### src/swa_pkg.sv
// Constants and carrier types for the secondary wide extension and arbiter
`default_nettype none
package swa_pkg;
    localparam int ADDR_W = 8;
    localparam int NREQ = 9;
    localparam int NARB = 10;
    localparam logic [ADDR_W-1:0] CTRL_OFS = 8'h00;
    localparam logic [ADDR_W-1:0] STAT_OFS = 8'h04;
    localparam int CTRL_ARB_EN = 0;
    localparam int CTRL_LOW_LSB = 16;
    localparam logic [31:0] CTRL_RST = 32'h0000_0001;
    localparam logic [31:0] CTRL_MASK = 32'h03FF_0001;
    localparam int STAT_EXT_EN = 0;
    localparam int STAT_PERR = 1;
    localparam int STAT_IDX_LSB = 4;
    localparam int STAT_GVALID = 8;
    localparam int STAT_EXT_MODE = 9;
    localparam logic [3:0] OWN_IDX = 4'h9;
    localparam logic [3:0] LOW_SLOT = 4'hA;
    localparam logic [3:0] HI_N = 4'hB;
    localparam logic [3:0] LO_N = 4'hA;
    localparam logic [1:0] RESP_OKAY = 2'h0;
    localparam logic [1:0] RESP_DECERR = 2'h3;

    typedef enum logic [2:0] {
        ARB_IDLE = 3'b001,
        ARB_GRANT = 3'b010,
        ARB_EXT = 3'b100
    } swa_arb_state_t;

    typedef struct packed {
        logic awvalid;
        logic [ADDR_W-1:0] awaddr;
        logic wvalid;
        logic [31:0] wdata;
        logic [3:0] wstrb;
        logic bready;
        logic arvalid;
        logic [ADDR_W-1:0] araddr;
        logic rready;
    } swa_axi_req_t;

    typedef struct packed {
        logic awready;
        logic wready;
        logic bvalid;
        logic [1:0] bresp;
        logic arready;
        logic rvalid;
        logic [31:0] rdata;
        logic [1:0] rresp;
    } swa_axi_rsp_t;

    typedef struct packed {
        logic frame;
        logic wide_req;
        logic addr_phase;
        logic dac;
        logic [31:0] upper_addr;
        logic [3:0] ucmd_n;
        logic initiator;
        logic data_drive;
        logic wide_xfer;
        logic [31:0] upper_data;
        logic [3:0] ucbe_n;
        logic devsel;
        logic peer_wide_req;
        logic rx_valid;
        logic own_req;
        logic bus_idle;
    } swa_core_t;

    typedef struct packed {
        logic [NREQ-1:0] req_n;
        logic sec_wide_request_n;
        logic [31:0] ad;
        logic [3:0] cbe_n;
        logic sec_upper_parity;
        logic central_fn;
    } swa_pin_in_t;

    typedef struct packed {
        logic sec_wide_request_n;
        logic wreq_oe;
        logic sec_wide_acknowledge_n;
        logic wack_oe;
        logic [31:0] ad;
        logic ad_oe;
        logic [3:0] cbe_n;
        logic cbe_oe;
        logic sec_upper_parity;
        logic par_oe;
    } swa_pin_out_t;
endpackage
`default_nettype wire

### src/swa_sec_wide_arb.sv
// Secondary bus wide extension pins, parity and two-level arbiter
//
// Local design decisions: the address map and register access over AXI4-Lite.
`default_nettype none
module swa_sec_wide_arb
    import swa_pkg::*;
(
    input wire logic i_clock,
    input wire logic i_rst,
    input wire swa_axi_req_t i_axi,
    output var swa_axi_rsp_t o_axi,
    input wire swa_core_t i_core,
    input wire swa_pin_in_t i_pin,
    output var swa_pin_out_t o_pin,
    output logic [NREQ-1:0] o_gnt_n,
    output logic o_own_grant,
    output logic o_par_err
);
    // ----------------------------------------
    // Pin synchronisers
    // ----------------------------------------
    wire [NREQ-1:0] req_sync;
    logic [31:0] ad_s1, ad_s2;
    logic [3:0] cbe_s1, cbe_s2;
    logic par_s1, par_s2, wreq_s1, wreq_s2, cen_s1, cen_s2;

    for (genvar g = 0; g < NREQ; g++)
    begin : g_req_sync
        logic s1, s2;
        always_ff @(posedge i_clock)
        begin
            s1 <= i_pin.req_n[g];
            s2 <= s1;
        end
        assign req_sync[g] = s2;
    end

    always_ff @(posedge i_clock)
    begin
        ad_s1 <= i_pin.ad;
        ad_s2 <= ad_s1;
        cbe_s1 <= i_pin.cbe_n;
        cbe_s2 <= cbe_s1;
        par_s1 <= i_pin.sec_upper_parity;
        par_s2 <= par_s1;
        wreq_s1 <= i_pin.sec_wide_request_n;
        wreq_s2 <= wreq_s1;
        cen_s1 <= i_pin.central_fn;
        cen_s2 <= cen_s1;
    end

    // ----------------------------------------
    // Register file over AXI4-Lite
    // ----------------------------------------
    logic aw_have, w_have;
    logic [ADDR_W-1:0] aw_addr;
    logic [31:0] w_data, w_mask, ctrl, stat_word, rd_word;
    logic [3:0] w_strb;
    logic perr_sticky, ext_en, chk_err;
    logic arb_en;
    logic [NARB-1:0] low_grp;
    swa_arb_state_t state, next_state;
    logic [3:0] gnt_idx, next_idx;

    wire do_wr = aw_have && w_have && !o_axi.bvalid;
    wire wr_ctrl = do_wr && aw_addr[ADDR_W-1:2] == CTRL_OFS[ADDR_W-1:2];
    wire wr_stat = do_wr && aw_addr[ADDR_W-1:2] == STAT_OFS[ADDR_W-1:2];

    assign arb_en = ctrl[CTRL_ARB_EN];
    assign low_grp = ctrl[CTRL_LOW_LSB +: NARB];
    assign w_mask = {{8{w_strb[3]}}, {8{w_strb[2]}}, {8{w_strb[1]}}, {8{w_strb[0]}}};

    always_comb
    begin
        stat_word = '0;
        stat_word[STAT_EXT_EN] = ext_en;
        stat_word[STAT_PERR] = perr_sticky;
        stat_word[STAT_IDX_LSB +: 4] = gnt_idx;
        stat_word[STAT_GVALID] = state == ARB_GRANT;
        stat_word[STAT_EXT_MODE] = state == ARB_EXT;
        rd_word = '0;
        if (i_axi.araddr[ADDR_W-1:2] == CTRL_OFS[ADDR_W-1:2])
            rd_word = ctrl;
        else if (i_axi.araddr[ADDR_W-1:2] == STAT_OFS[ADDR_W-1:2])
            rd_word = stat_word;
    end

    always_ff @(posedge i_clock)
    begin
        if (i_rst)
        begin
            o_axi <= '0;
            o_axi.awready <= 1'b1;
            o_axi.wready <= 1'b1;
            o_axi.arready <= 1'b1;
            aw_have <= 1'b0;
            w_have <= 1'b0;
            aw_addr <= '0;
            w_data <= '0;
            w_strb <= '0;
        end
        else
        begin
            if (i_axi.awvalid && o_axi.awready)
            begin
                aw_have <= 1'b1;
                aw_addr <= i_axi.awaddr;
                o_axi.awready <= 1'b0;
            end
            if (i_axi.wvalid && o_axi.wready)
            begin
                w_have <= 1'b1;
                w_data <= i_axi.wdata;
                w_strb <= i_axi.wstrb;
                o_axi.wready <= 1'b0;
            end
            if (do_wr)
            begin
                aw_have <= 1'b0;
                w_have <= 1'b0;
                o_axi.bvalid <= 1'b1;
                o_axi.bresp <= (wr_ctrl || wr_stat) ? RESP_OKAY : RESP_DECERR;
            end
            if (o_axi.bvalid && i_axi.bready)
            begin
                o_axi.bvalid <= 1'b0;
                o_axi.awready <= 1'b1;
                o_axi.wready <= 1'b1;
            end
            if (i_axi.arvalid && o_axi.arready)
            begin
                o_axi.arready <= 1'b0;
                o_axi.rvalid <= 1'b1;
                o_axi.rdata <= rd_word;
                o_axi.rresp <= (i_axi.araddr[ADDR_W-1:2] == CTRL_OFS[ADDR_W-1:2] ||
                    i_axi.araddr[ADDR_W-1:2] == STAT_OFS[ADDR_W-1:2]) ? RESP_OKAY : RESP_DECERR;
            end
            if (o_axi.rvalid && i_axi.rready)
            begin
                o_axi.rvalid <= 1'b0;
                o_axi.arready <= 1'b1;
            end
        end
    end

    // Control: arbiter enable and low-group membership
    always_ff @(posedge i_clock)
    begin
        if (i_rst)
            ctrl <= CTRL_RST;
        else if (wr_ctrl)
            ctrl <= ((ctrl & ~w_mask) | (w_data & w_mask)) & CTRL_MASK;
    end

    // Sticky parity error, set wins over write-one-clear
    always_ff @(posedge i_clock)
    begin
        if (i_rst)
            perr_sticky <= 1'b0;
        else if (chk_err)
            perr_sticky <= 1'b1;
        else if (wr_stat && w_strb[0] && w_data[STAT_PERR])
            perr_sticky <= 1'b0;
    end

    // ----------------------------------------
    // Extension enable strap
    // ----------------------------------------
    always_ff @(posedge i_clock)
    begin
        if (i_rst)
            ext_en <= !wreq_s2;
    end

    // ----------------------------------------
    // Wide request / acknowledge pins
    // ----------------------------------------
    logic wreq_low, wack_low;
    wire next_wreq = i_core.frame && i_core.wide_req && ext_en;
    wire next_wack = i_core.devsel && i_core.peer_wide_req && ext_en;

    always_ff @(posedge i_clock)
    begin
        if (i_rst)
        begin
            o_pin.sec_wide_request_n <= 1'b0;
            o_pin.wreq_oe <= cen_s2;
            wreq_low <= cen_s2;
            o_pin.sec_wide_acknowledge_n <= 1'b1;
            o_pin.wack_oe <= 1'b0;
            wack_low <= 1'b0;
        end
        else
        begin
            o_pin.sec_wide_request_n <= !next_wreq;
            o_pin.wreq_oe <= next_wreq || wreq_low;
            wreq_low <= next_wreq;
            o_pin.sec_wide_acknowledge_n <= !next_wack;
            o_pin.wack_oe <= next_wack || wack_low;
            wack_low <= next_wack;
        end
    end

    // ----------------------------------------
    // Upper address/data, byte enables, parity
    // ----------------------------------------
    logic [31:0] next_ad;
    logic [3:0] next_cbe;
    logic next_ad_oe, next_cbe_oe;

    always_comb
    begin
        next_ad = '0;
        next_cbe = i_core.ucbe_n;
        next_ad_oe = 1'b0;
        next_cbe_oe = 1'b0;
        if (!ext_en)
        begin
            next_ad_oe = 1'b1;
            next_cbe_oe = 1'b1;
            next_cbe = '0;
        end
        else if (i_core.addr_phase)
        begin
            next_ad_oe = 1'b1;
            next_cbe_oe = 1'b1;
            if (i_core.dac && i_core.wide_req)
            begin
                next_ad = i_core.upper_addr;
                next_cbe = i_core.ucmd_n;
            end
            else
                next_cbe = '0;
        end
        else if (i_core.wide_xfer)
        begin
            next_ad = i_core.upper_data;
            next_ad_oe = i_core.data_drive;
            next_cbe_oe = i_core.initiator;
        end
    end

    always_ff @(posedge i_clock)
    begin
        if (i_rst)
        begin
            o_pin.ad <= '0;
            o_pin.ad_oe <= 1'b0;
            o_pin.cbe_n <= '0;
            o_pin.cbe_oe <= 1'b0;
            o_pin.sec_upper_parity <= 1'b0;
            o_pin.par_oe <= 1'b0;
        end
        else
        begin
            o_pin.ad <= next_ad;
            o_pin.ad_oe <= next_ad_oe;
            o_pin.cbe_n <= next_cbe;
            o_pin.cbe_oe <= next_cbe_oe;
            o_pin.sec_upper_parity <= ^{o_pin.ad, o_pin.cbe_n};
            o_pin.par_oe <= o_pin.ad_oe;
        end
    end

    // Received parity check, aligned to the synchronised pins
    logic [1:0] rx_d;
    logic chk_pend, chk_exp;

    always_ff @(posedge i_clock)
    begin
        if (i_rst)
        begin
            rx_d <= '0;
            chk_pend <= 1'b0;
            chk_exp <= 1'b0;
            chk_err <= 1'b0;
            o_par_err <= 1'b0;
        end
        else
        begin
            rx_d <= {rx_d[0], i_core.rx_valid && i_core.wide_xfer && ext_en};
            chk_pend <= rx_d[1];
            chk_exp <= ^{ad_s2, cbe_s2};
            chk_err <= chk_pend && (par_s2 != chk_exp);
            o_par_err <= chk_pend && (par_s2 != chk_exp);
        end
    end

    // ----------------------------------------
    // Secondary arbiter
    // ----------------------------------------
    function automatic logic [4:0] rr_pick(input logic [10:0] v, input logic [3:0] last, input logic [3:0] n);
        logic [3:0] j;
        logic [4:0] r;
        r = '0;
        j = last;
        for (int k = 0; k < 11; k++)
        begin
            j = (j + 4'h1 >= n) ? 4'h0 : j + 4'h1;
            if (v[j] && !r[4])
                r = {1'b1, j};
        end
        return r;
    endfunction

    logic [NARB-1:0] req_vec;
    logic [10:0] hi_vec;
    logic [4:0] hi_pick, lo_pick;
    logic [3:0] hi_last, lo_last, win_idx;
    logic win_ok, busy_seen;

    always_comb
    begin
        req_vec = {i_core.own_req, ~req_sync};
        hi_vec = {|(req_vec & low_grp), req_vec & ~low_grp};
        hi_pick = rr_pick(hi_vec, hi_last, HI_N);
        lo_pick = rr_pick({1'b0, req_vec & low_grp}, lo_last, LO_N);
        win_ok = hi_pick[4];
        win_idx = (hi_pick[3:0] == LOW_SLOT) ? lo_pick[3:0] : hi_pick[3:0];
    end

    always_comb
    begin
        next_state = state;
        next_idx = gnt_idx;
        case (state)
            ARB_IDLE:
                if (!arb_en)
                    next_state = ARB_EXT;
                else if (win_ok)
                begin
                    next_state = ARB_GRANT;
                    next_idx = win_idx;
                end
            ARB_GRANT:
                if (!arb_en || !req_vec[gnt_idx] ||
                    (busy_seen && i_core.bus_idle && win_ok && win_idx != gnt_idx))
                    next_state = ARB_IDLE;
            ARB_EXT:
                if (arb_en)
                    next_state = ARB_IDLE;
            default:
                next_state = ARB_IDLE;
        endcase
    end

    always_ff @(posedge i_clock)
    begin
        if (i_rst)
        begin
            state <= ARB_IDLE;
            gnt_idx <= '0;
            hi_last <= LOW_SLOT;
            lo_last <= OWN_IDX;
            busy_seen <= 1'b0;
        end
        else
        begin
            state <= next_state;
            gnt_idx <= next_idx;
            busy_seen <= (state == ARB_GRANT) && next_state == ARB_GRANT && (busy_seen || !i_core.bus_idle);
            if (state == ARB_IDLE && next_state == ARB_GRANT)
            begin
                hi_last <= hi_pick[3:0];
                if (hi_pick[3:0] == LOW_SLOT)
                    lo_last <= lo_pick[3:0];
            end
        end
    end

    always_ff @(posedge i_clock)
    begin
        if (i_rst)
        begin
            o_gnt_n <= '1;
            o_own_grant <= 1'b0;
        end
        else if (next_state == ARB_EXT)
        begin
            o_gnt_n <= {{(NREQ-1){1'b1}}, !i_core.own_req};
            o_own_grant <= !req_sync[0] && i_core.bus_idle;
        end
        else if (next_state == ARB_GRANT)
        begin
            o_gnt_n <= ~(9'h001 << next_idx);
            o_own_grant <= next_idx == OWN_IDX;
        end
        else
        begin
            o_gnt_n <= '1;
            o_own_grant <= 1'b0;
        end
    end
endmodule
`default_nettype wire

### config.mk
export PLATFORM = sky130hd
export DESIGN_NAME = swa_sec_wide_arb
export DESIGN_NICKNAME = d
export VERILOG_FILES = /design/src/swa_pkg.sv /design/src/swa_sec_wide_arb.sv
export SDC_FILE = /design/constraint.sdc
export NUM_CORES = 1
export LEC_CHECK = 0
export BUFFER_PORTS_ARGS = -buffer_cell sky130_fd_sc_hd__buf_2
export CORE_UTILIZATION = 41
export DETAILED_ROUTE_END_ITERATION = 8
export MAX_ROUTING_LAYER = met4
export PLACE_DENSITY = 0.63
export SLEW_MARGIN = 30
export SYNTH_ARGS = -nofsm -noshare
export SYNTH_HDL_FRONTEND = slang
export SYNTH_SLANG_ARGS = --single-unit
### constraint.sdc
create_clock -name i_clock -period 38.9 [get_ports i_clock]
set_input_delay 9.725 -clock i_clock [delete_from_list [all_inputs] [get_ports i_clock]]
set_output_delay 9.725 -clock i_clock [all_outputs]
set_load 0.01 [all_outputs]
Word-level counts from Yosys, hierarchy flattened
Index checks and enable logic that the tools add are counted.
- output and inout bits: 96
- input port bits: 191
- bits in registers: 267
- reduce and logical (&&, ||, !) cells: 94
- $add $sub $neg: 22
- magnitude comparators: 45
- bitwise gates (word level): 11
- shift operators: 1
- eq/ne operators: 11
- muxes and demuxes: 122
- operators by type and width (operator ; number):
    $mux 4 ; 29
    $lt 4x5->1 const B ; 23
    $mux 5 ; 21
    $mux 32 ; 3
    $bmux 1 s4 ; 23
    $add 4x1->4 const B ; 22
    $ge 4x4->1 const B ; 22
    $reduce_xor 36->1 ; 2
    $and 26x26->26 ; 2
    $logic_and 1x1->1 ; 46
    $mux 1 ; 36
    $logic_not 1->1 ; 29
    $mux 26 ; 1
    $not 26->26 ; 1
    $or 26x26->26 ; 1
    $and 10x10->10 ; 2
    $not 9->9 ; 2
    $mux 3 ; 5
    $eq 6x1->1 const B ; 2
    $logic_not 6->1 ; 2
    $mux 10 ; 1
    $not 10->10 ; 1
    $reduce_or 10->1 ; 1
    $pmux 3 s3 ; 1
    other kinds (14) ; 28

Longest topological paths before layout
- depth in word-level cells: 47
- gate-level depth with buffers: 84
- gate-level depth less buffers: 76

Least setup slack after synthesis
Ideal clock, no wire load.
- path kind: reg-to-reg
- from: register lo_last[1]
- to: register o_gnt_n[0]
- cell stages (with the launch flop): 81
- data arrival time: 15.914 ns
- path buffers: 11
- setup time: 0.138 ns
- path slack: 22.849 ns
- cell sequence: dfxtp_1 > inv_1 > ha_1 > nor2b_1 > nand2b_1 > a21oi_1 > clkbuf_1 > ha_1 > a21oi_1 > o21ai_0 > a21oi_1 > nor2_1 > nor2_1 > ha_1 > clkbuf_1 > nor3_1 > o21ai_0 > o21a_1 > [45 not listed] > o31a_1 > nor2_1 > inv_2 > buf_2 > ha_1 > buf_1 > or3b_2 > a21oi_1 > nor2_1 > a22o_1 > a311oi_1 > mux2i_1 > a311o_1 > a22oi_1 > nand4_1 > o21ai_2 > buf_6 > a32oi_2
- word-level cells in the longest chain between the ends: 46
- RTL lines (element ; RTL line ; source):
    from (decl) ; swa_sec_wide_arb.sv:309 ; logic [3:0] hi_last, lo_last, win_idx;
    from (signal assigned) ; swa_sec_wide_arb.sv:366 ; lo_last <= lo_pick[3:0];
    $add 4x1->4 * ; swa_sec_wide_arb.sv:299 ; j = (j + 4'h1 >= n) ? 4'h0 : j + 4'h1;
    $ge 4x4->1 ; swa_sec_wide_arb.sv:299 ;
    $mux 4 * ; swa_sec_wide_arb.sv:299 ;
    $add 4x1->4 ; swa_sec_wide_arb.sv:299 ;
    $ge 4x4->1 ; swa_sec_wide_arb.sv:299 ;
    $mux 4 ; swa_sec_wide_arb.sv:299 ;
    $add 4x1->4 / $bmux 1 s4 (equally long branches) ; swa_sec_wide_arb.sv:299, swa_sec_wide_arb.sv:300 ;
    $ge 4x4->1 / $mux 1 (equally long branches) ; swa_sec_wide_arb.sv:299, swa_sec_wide_arb.sv:300 ;
    [30 not listed] ; -- ;
    $ne 4x4->1 ; swa_sec_wide_arb.sv:337 ; (busy_seen && i_core.bus_idle && win_ok && win_idx != gnt_idx))
    $logic_and 1x1->1 ; swa_sec_wide_arb.sv:337 ;
    $logic_or 1x1->1 ; swa_sec_wide_arb.sv:336 ; if (!arb_en || !req_vec[gnt_idx] ||
    $mux 3 ; swa_sec_wide_arb.sv:336 ;
    $pmux 3 s3 ; swa_sec_wide_arb.sv:326 ; case (state)
    $eq 3x2->1 ; swa_sec_wide_arb.sv:383 ; else if (next_state == ARB_GRANT)
    $mux 1 ; swa_sec_wide_arb.sv:383 ;
    $mux 1 * ; swa_sec_wide_arb.sv:378 ; else if (next_state == ARB_EXT)
    to (signal assigned) ; swa_sec_wide_arb.sv:380 ; o_gnt_n <= {{(NREQ-1){1'b1}}, !i_core.own_req};
    to (signal assigned) ; swa_sec_wide_arb.sv:385 ; o_gnt_n <= ~(9'h001 << next_idx);
    to (decl) ; swa_sec_wide_arb.sv:15 ; output logic [NREQ-1:0] o_gnt_n,
Every way passes the cells marked *; elsewhere a longest branch is shown, timed or not. The select of a mux whose other input is x is not followed.
A chain may end at the register's enable or synchronous reset.

Worst setup path after layout
- from: register hi_last[0]
- to: register o_gnt_n[0]
- word-level cells in the longest chain between the ends: 47
- RTL lines (element ; RTL line ; source):
    from (decl) ; swa_sec_wide_arb.sv:309 ;
    from (signal assigned) ; swa_sec_wide_arb.sv:364 ; hi_last <= hi_pick[3:0];
    $add 4x1->4 * ; swa_sec_wide_arb.sv:299 ;
    $ge 4x4->1 ; swa_sec_wide_arb.sv:299 ;
    $mux 4 * ; swa_sec_wide_arb.sv:299 ;
    $add 4x1->4 ; swa_sec_wide_arb.sv:299 ;
    $ge 4x4->1 ; swa_sec_wide_arb.sv:299 ;
    $mux 4 ; swa_sec_wide_arb.sv:299 ;
    $add 4x1->4 / $bmux 1 s4 (equally long branches) ; swa_sec_wide_arb.sv:299, swa_sec_wide_arb.sv:300 ;
    $ge 4x4->1 / $mux 1 (equally long branches) ; swa_sec_wide_arb.sv:299, swa_sec_wide_arb.sv:300 ;
    [31 not listed] ; -- ;
    $ne 4x4->1 ; swa_sec_wide_arb.sv:337 ;
    $logic_and 1x1->1 ; swa_sec_wide_arb.sv:337 ;
    $logic_or 1x1->1 ; swa_sec_wide_arb.sv:336 ;
    $mux 3 ; swa_sec_wide_arb.sv:336 ;
    $pmux 3 s3 ; swa_sec_wide_arb.sv:326 ;
    $eq 3x2->1 ; swa_sec_wide_arb.sv:383 ;
    $mux 1 ; swa_sec_wide_arb.sv:383 ;
    $mux 1 * ; swa_sec_wide_arb.sv:378 ;
Marks and branches as above.

==> results.json <==
{
  "routed_wl_um": 47000,
  "grt_util_all_layers_pct": 25.7,
  "whs_path_depth": 0,
  "cts.path.max_buffers": 3,
  "place_congestion": 0.918,
  "ctsHoldBuffers": 0,
  "grt_pass1_vias": 13400,
  "numCtsBuffers": 24,
  "avgRoutedWirePerCell_um": 18.8,
  "drt_iter0_markers": 1151,
  "synth_cell_types": 113,
  "start_util_pct": 42.1,
  "postCtsSetupBuffers": 0,
  "dpl.cell_count": 2450,
  "hold_slack_ns": 0.301,
  "synth_cells": 1832,
  "fillers": 3482,
  "crit_buf_inv": 11,
  "grt_pass1_wl_um": 72900,
  "die_h_um": 191,
  "postSynthAreaPerCell_um2": 8.02,
  "fmax_mhz": 51.8,
  "cp.arrival_ns": 19.72,
  "cts_resized": 0,
  "fp.dieW_um": 191,
  "synthArstFlopShare_pct": 0,
  "ios": 287,
  "die_area_um2": 36600,
  "ys_seq_area_share_pct": 32.0,
  "clkTransAtPathRegs_ns": 0.06,
  "regArea_um2": 4690,
  "required_ns": 39.30,
  "setup.worst_path.end_class": "register",
  "synth-main-ff-cell": "dfxtp_1",
  "crit_type": "register to register",
  "cp-start-kind": "register",
  "clkSinkCount": 234,
  "port_buffers": 247,
  "layout_commonest_cell": "buf_2",
  "maxCapViolCount": 0,
  "vias_per_cell": 5.90,
  "r2r_cells": 69,
  "finalSetupTns_ns": 0,
  "finalHoldViolCount": 0,
  "cts_tree": "yes",
  "worstMarginPinSlew_ns": 0.909,
  "multi_input_area_um2": 9300,
  "fin_crit_sh_pct": 49.7,
  "root_buffer": "clkbuf_16",
  "synth-seq-cells": 234,
  "netlist_area_um2": 14700,
  "drtPass1Iterations": 6,
  "period_needed_ns": 19.32,
  "cts_max_level": 1,
  "vias": 14700,
  "antenna_found_initial": 6,
  "setup_viol_count_final": 0,
  "fin_skew_ns": 0.0259,
  "cp_max_fo": 17,
  "core-area_um2": 34900,
  "critPathMaxStageDelay_ns": 0.76,
  "ys_warn_count": 0,
  "drc": 0,
  "fin_cells": 2498,
  "globalRouteOverflowTotal": 0,
  "drive_gt1_share_pct": 18.9,
  "crit_cells": 69,
  "syn_to_final_growth_pct": 15.6,
  "synth-edff-count": 1,
  "final_antenna_net_count": 0,
  "rows": 68,
  "grt_max_degree": 60,
  "max_slew_margin_pct": 38.9,
  "crit_slowest_cell": "or4_1",
  "crit_top_cell": "ha_1",
  "rsz0062_at_grt": "no",
  "most-common-layout-cells": "246 x buf_2, 233 x dfxtp_1, 217 x nor2_1",
  "status": "finished clean",
  "critical-path-top-delay-family": "simple AND/OR/NAND/NOR gates",
  "drv_slew": 0,
  "final_nets": 2253,
  "hpwl_um": 36000,
  "clk_latency_ns": 0.54,
  "hold_path_class": "register to register"
}
-- synth_stat cells (7+ instances only) --
cell type    n  area (µm²)
xor2_1      10        87.6
dfxtp_1    233        4660
inv_1       50         188
or2_2       20         125
o2111ai_1    7        61.3
nor2b_1     37         231
or4_1       10        75.1
o311ai_0     7        61.3
o211a_1      7        70.1
nand4_1     17         106
or3_1       14        87.6
a21oi_1    121         606
o22ai_1     13        81.3
a22oi_1     58         435
inv_2        8        30.0
and3_1      16         100
clkbuf_1    58         218
and2_1      16         100
o211ai_1    31         233
xnor2_1     70         613
ha_1        41         513
mux2i_1     33         330
nand2b_1    31         194
buf_2       18        90.1
o21a_1      12        90.1
a211o_1     13         114
buf_4       21         158
nand3_1     57         285
nand2_1    142         533
nor2_1     218         818
o32ai_1     11        96.3
buf_1       10        37.5
a21o_1      14         105
o31ai_1     10        75.1
nand3b_1     8        60.1
o21ai_1     13        65.1
nor3_1      62         310
o21ai_0     76         380
a211oi_1    24         180
a31oi_1     26         163
o221ai_1    15         131
-- final timing paths --
path / startpoint / to / slack [ns]
worst min register to register: par_s1 / par_s2 / 0.30
worst min-delay path: par_s1 / par_s2 / 0.30
worst max register to register: hi_last[0] / o_gnt_n[0] / 19.58
worst max-delay path: hi_last[0] / o_gnt_n[0] / 19.58
-- per-layer routing --
layer / vias to the layer above / wire length [µm] / track usage [%]
met5: - / 0 / -
met4: 0 / 1300 / 6.96
met3: 94 / 3570 / 5.25
met2: 594 / 21900 / 41.8
met1: 6921 / 20200 / 32.1
li1: 7134 / - / -
-- sequential cells by signal, summed over array words and instances, names as in the netlist, 6 cells and up, named ones only --
signal,flops
o_axi,25
g_req_sync.s2,9
aw_addr,6
ad_s2,32
o_pin,44
ad_s1,32
w_data,12
o_gnt_n,9
g_req_sync.s1,9
-- through the flow --
stage	setup slack (ns)	utilization (%)	instance area [µm²]
after floorplan	22.85	-	14700
after global placement	20.26	46.2	16100
after detailed placement	19.96	46.2	16100
after CTS	19.89	48.6	17000
after global routing	18.30	48.7	17000
final	19.58	48.7	17000
-- final cells by class --
type / instances / area share, %
clock buffers: 34 / 4.11
flip-flops and latches: 234 / 27.7
well taps: 455 / 3.35
diodes: 4 / 0.0590
repair buffers: 260 / 7.87
inverters: 63 / 1.39
multi-input cells: 1438 / 54.8
clock inverters: 10 / 0.766
-- cells by family after synthesis --
group | synth area share (%)
simple gates | 22.4
compound gates | 28.9
flops | 32.0
buf+inv | 5.26
xor+xnor | 4.88
fa+ha+maj | 3.49
mux | 3.04
other cells | 0.0255
Power is not shown: default switching activity piles up to over one toggle a cycle in this logic, so the estimate is an artifact.
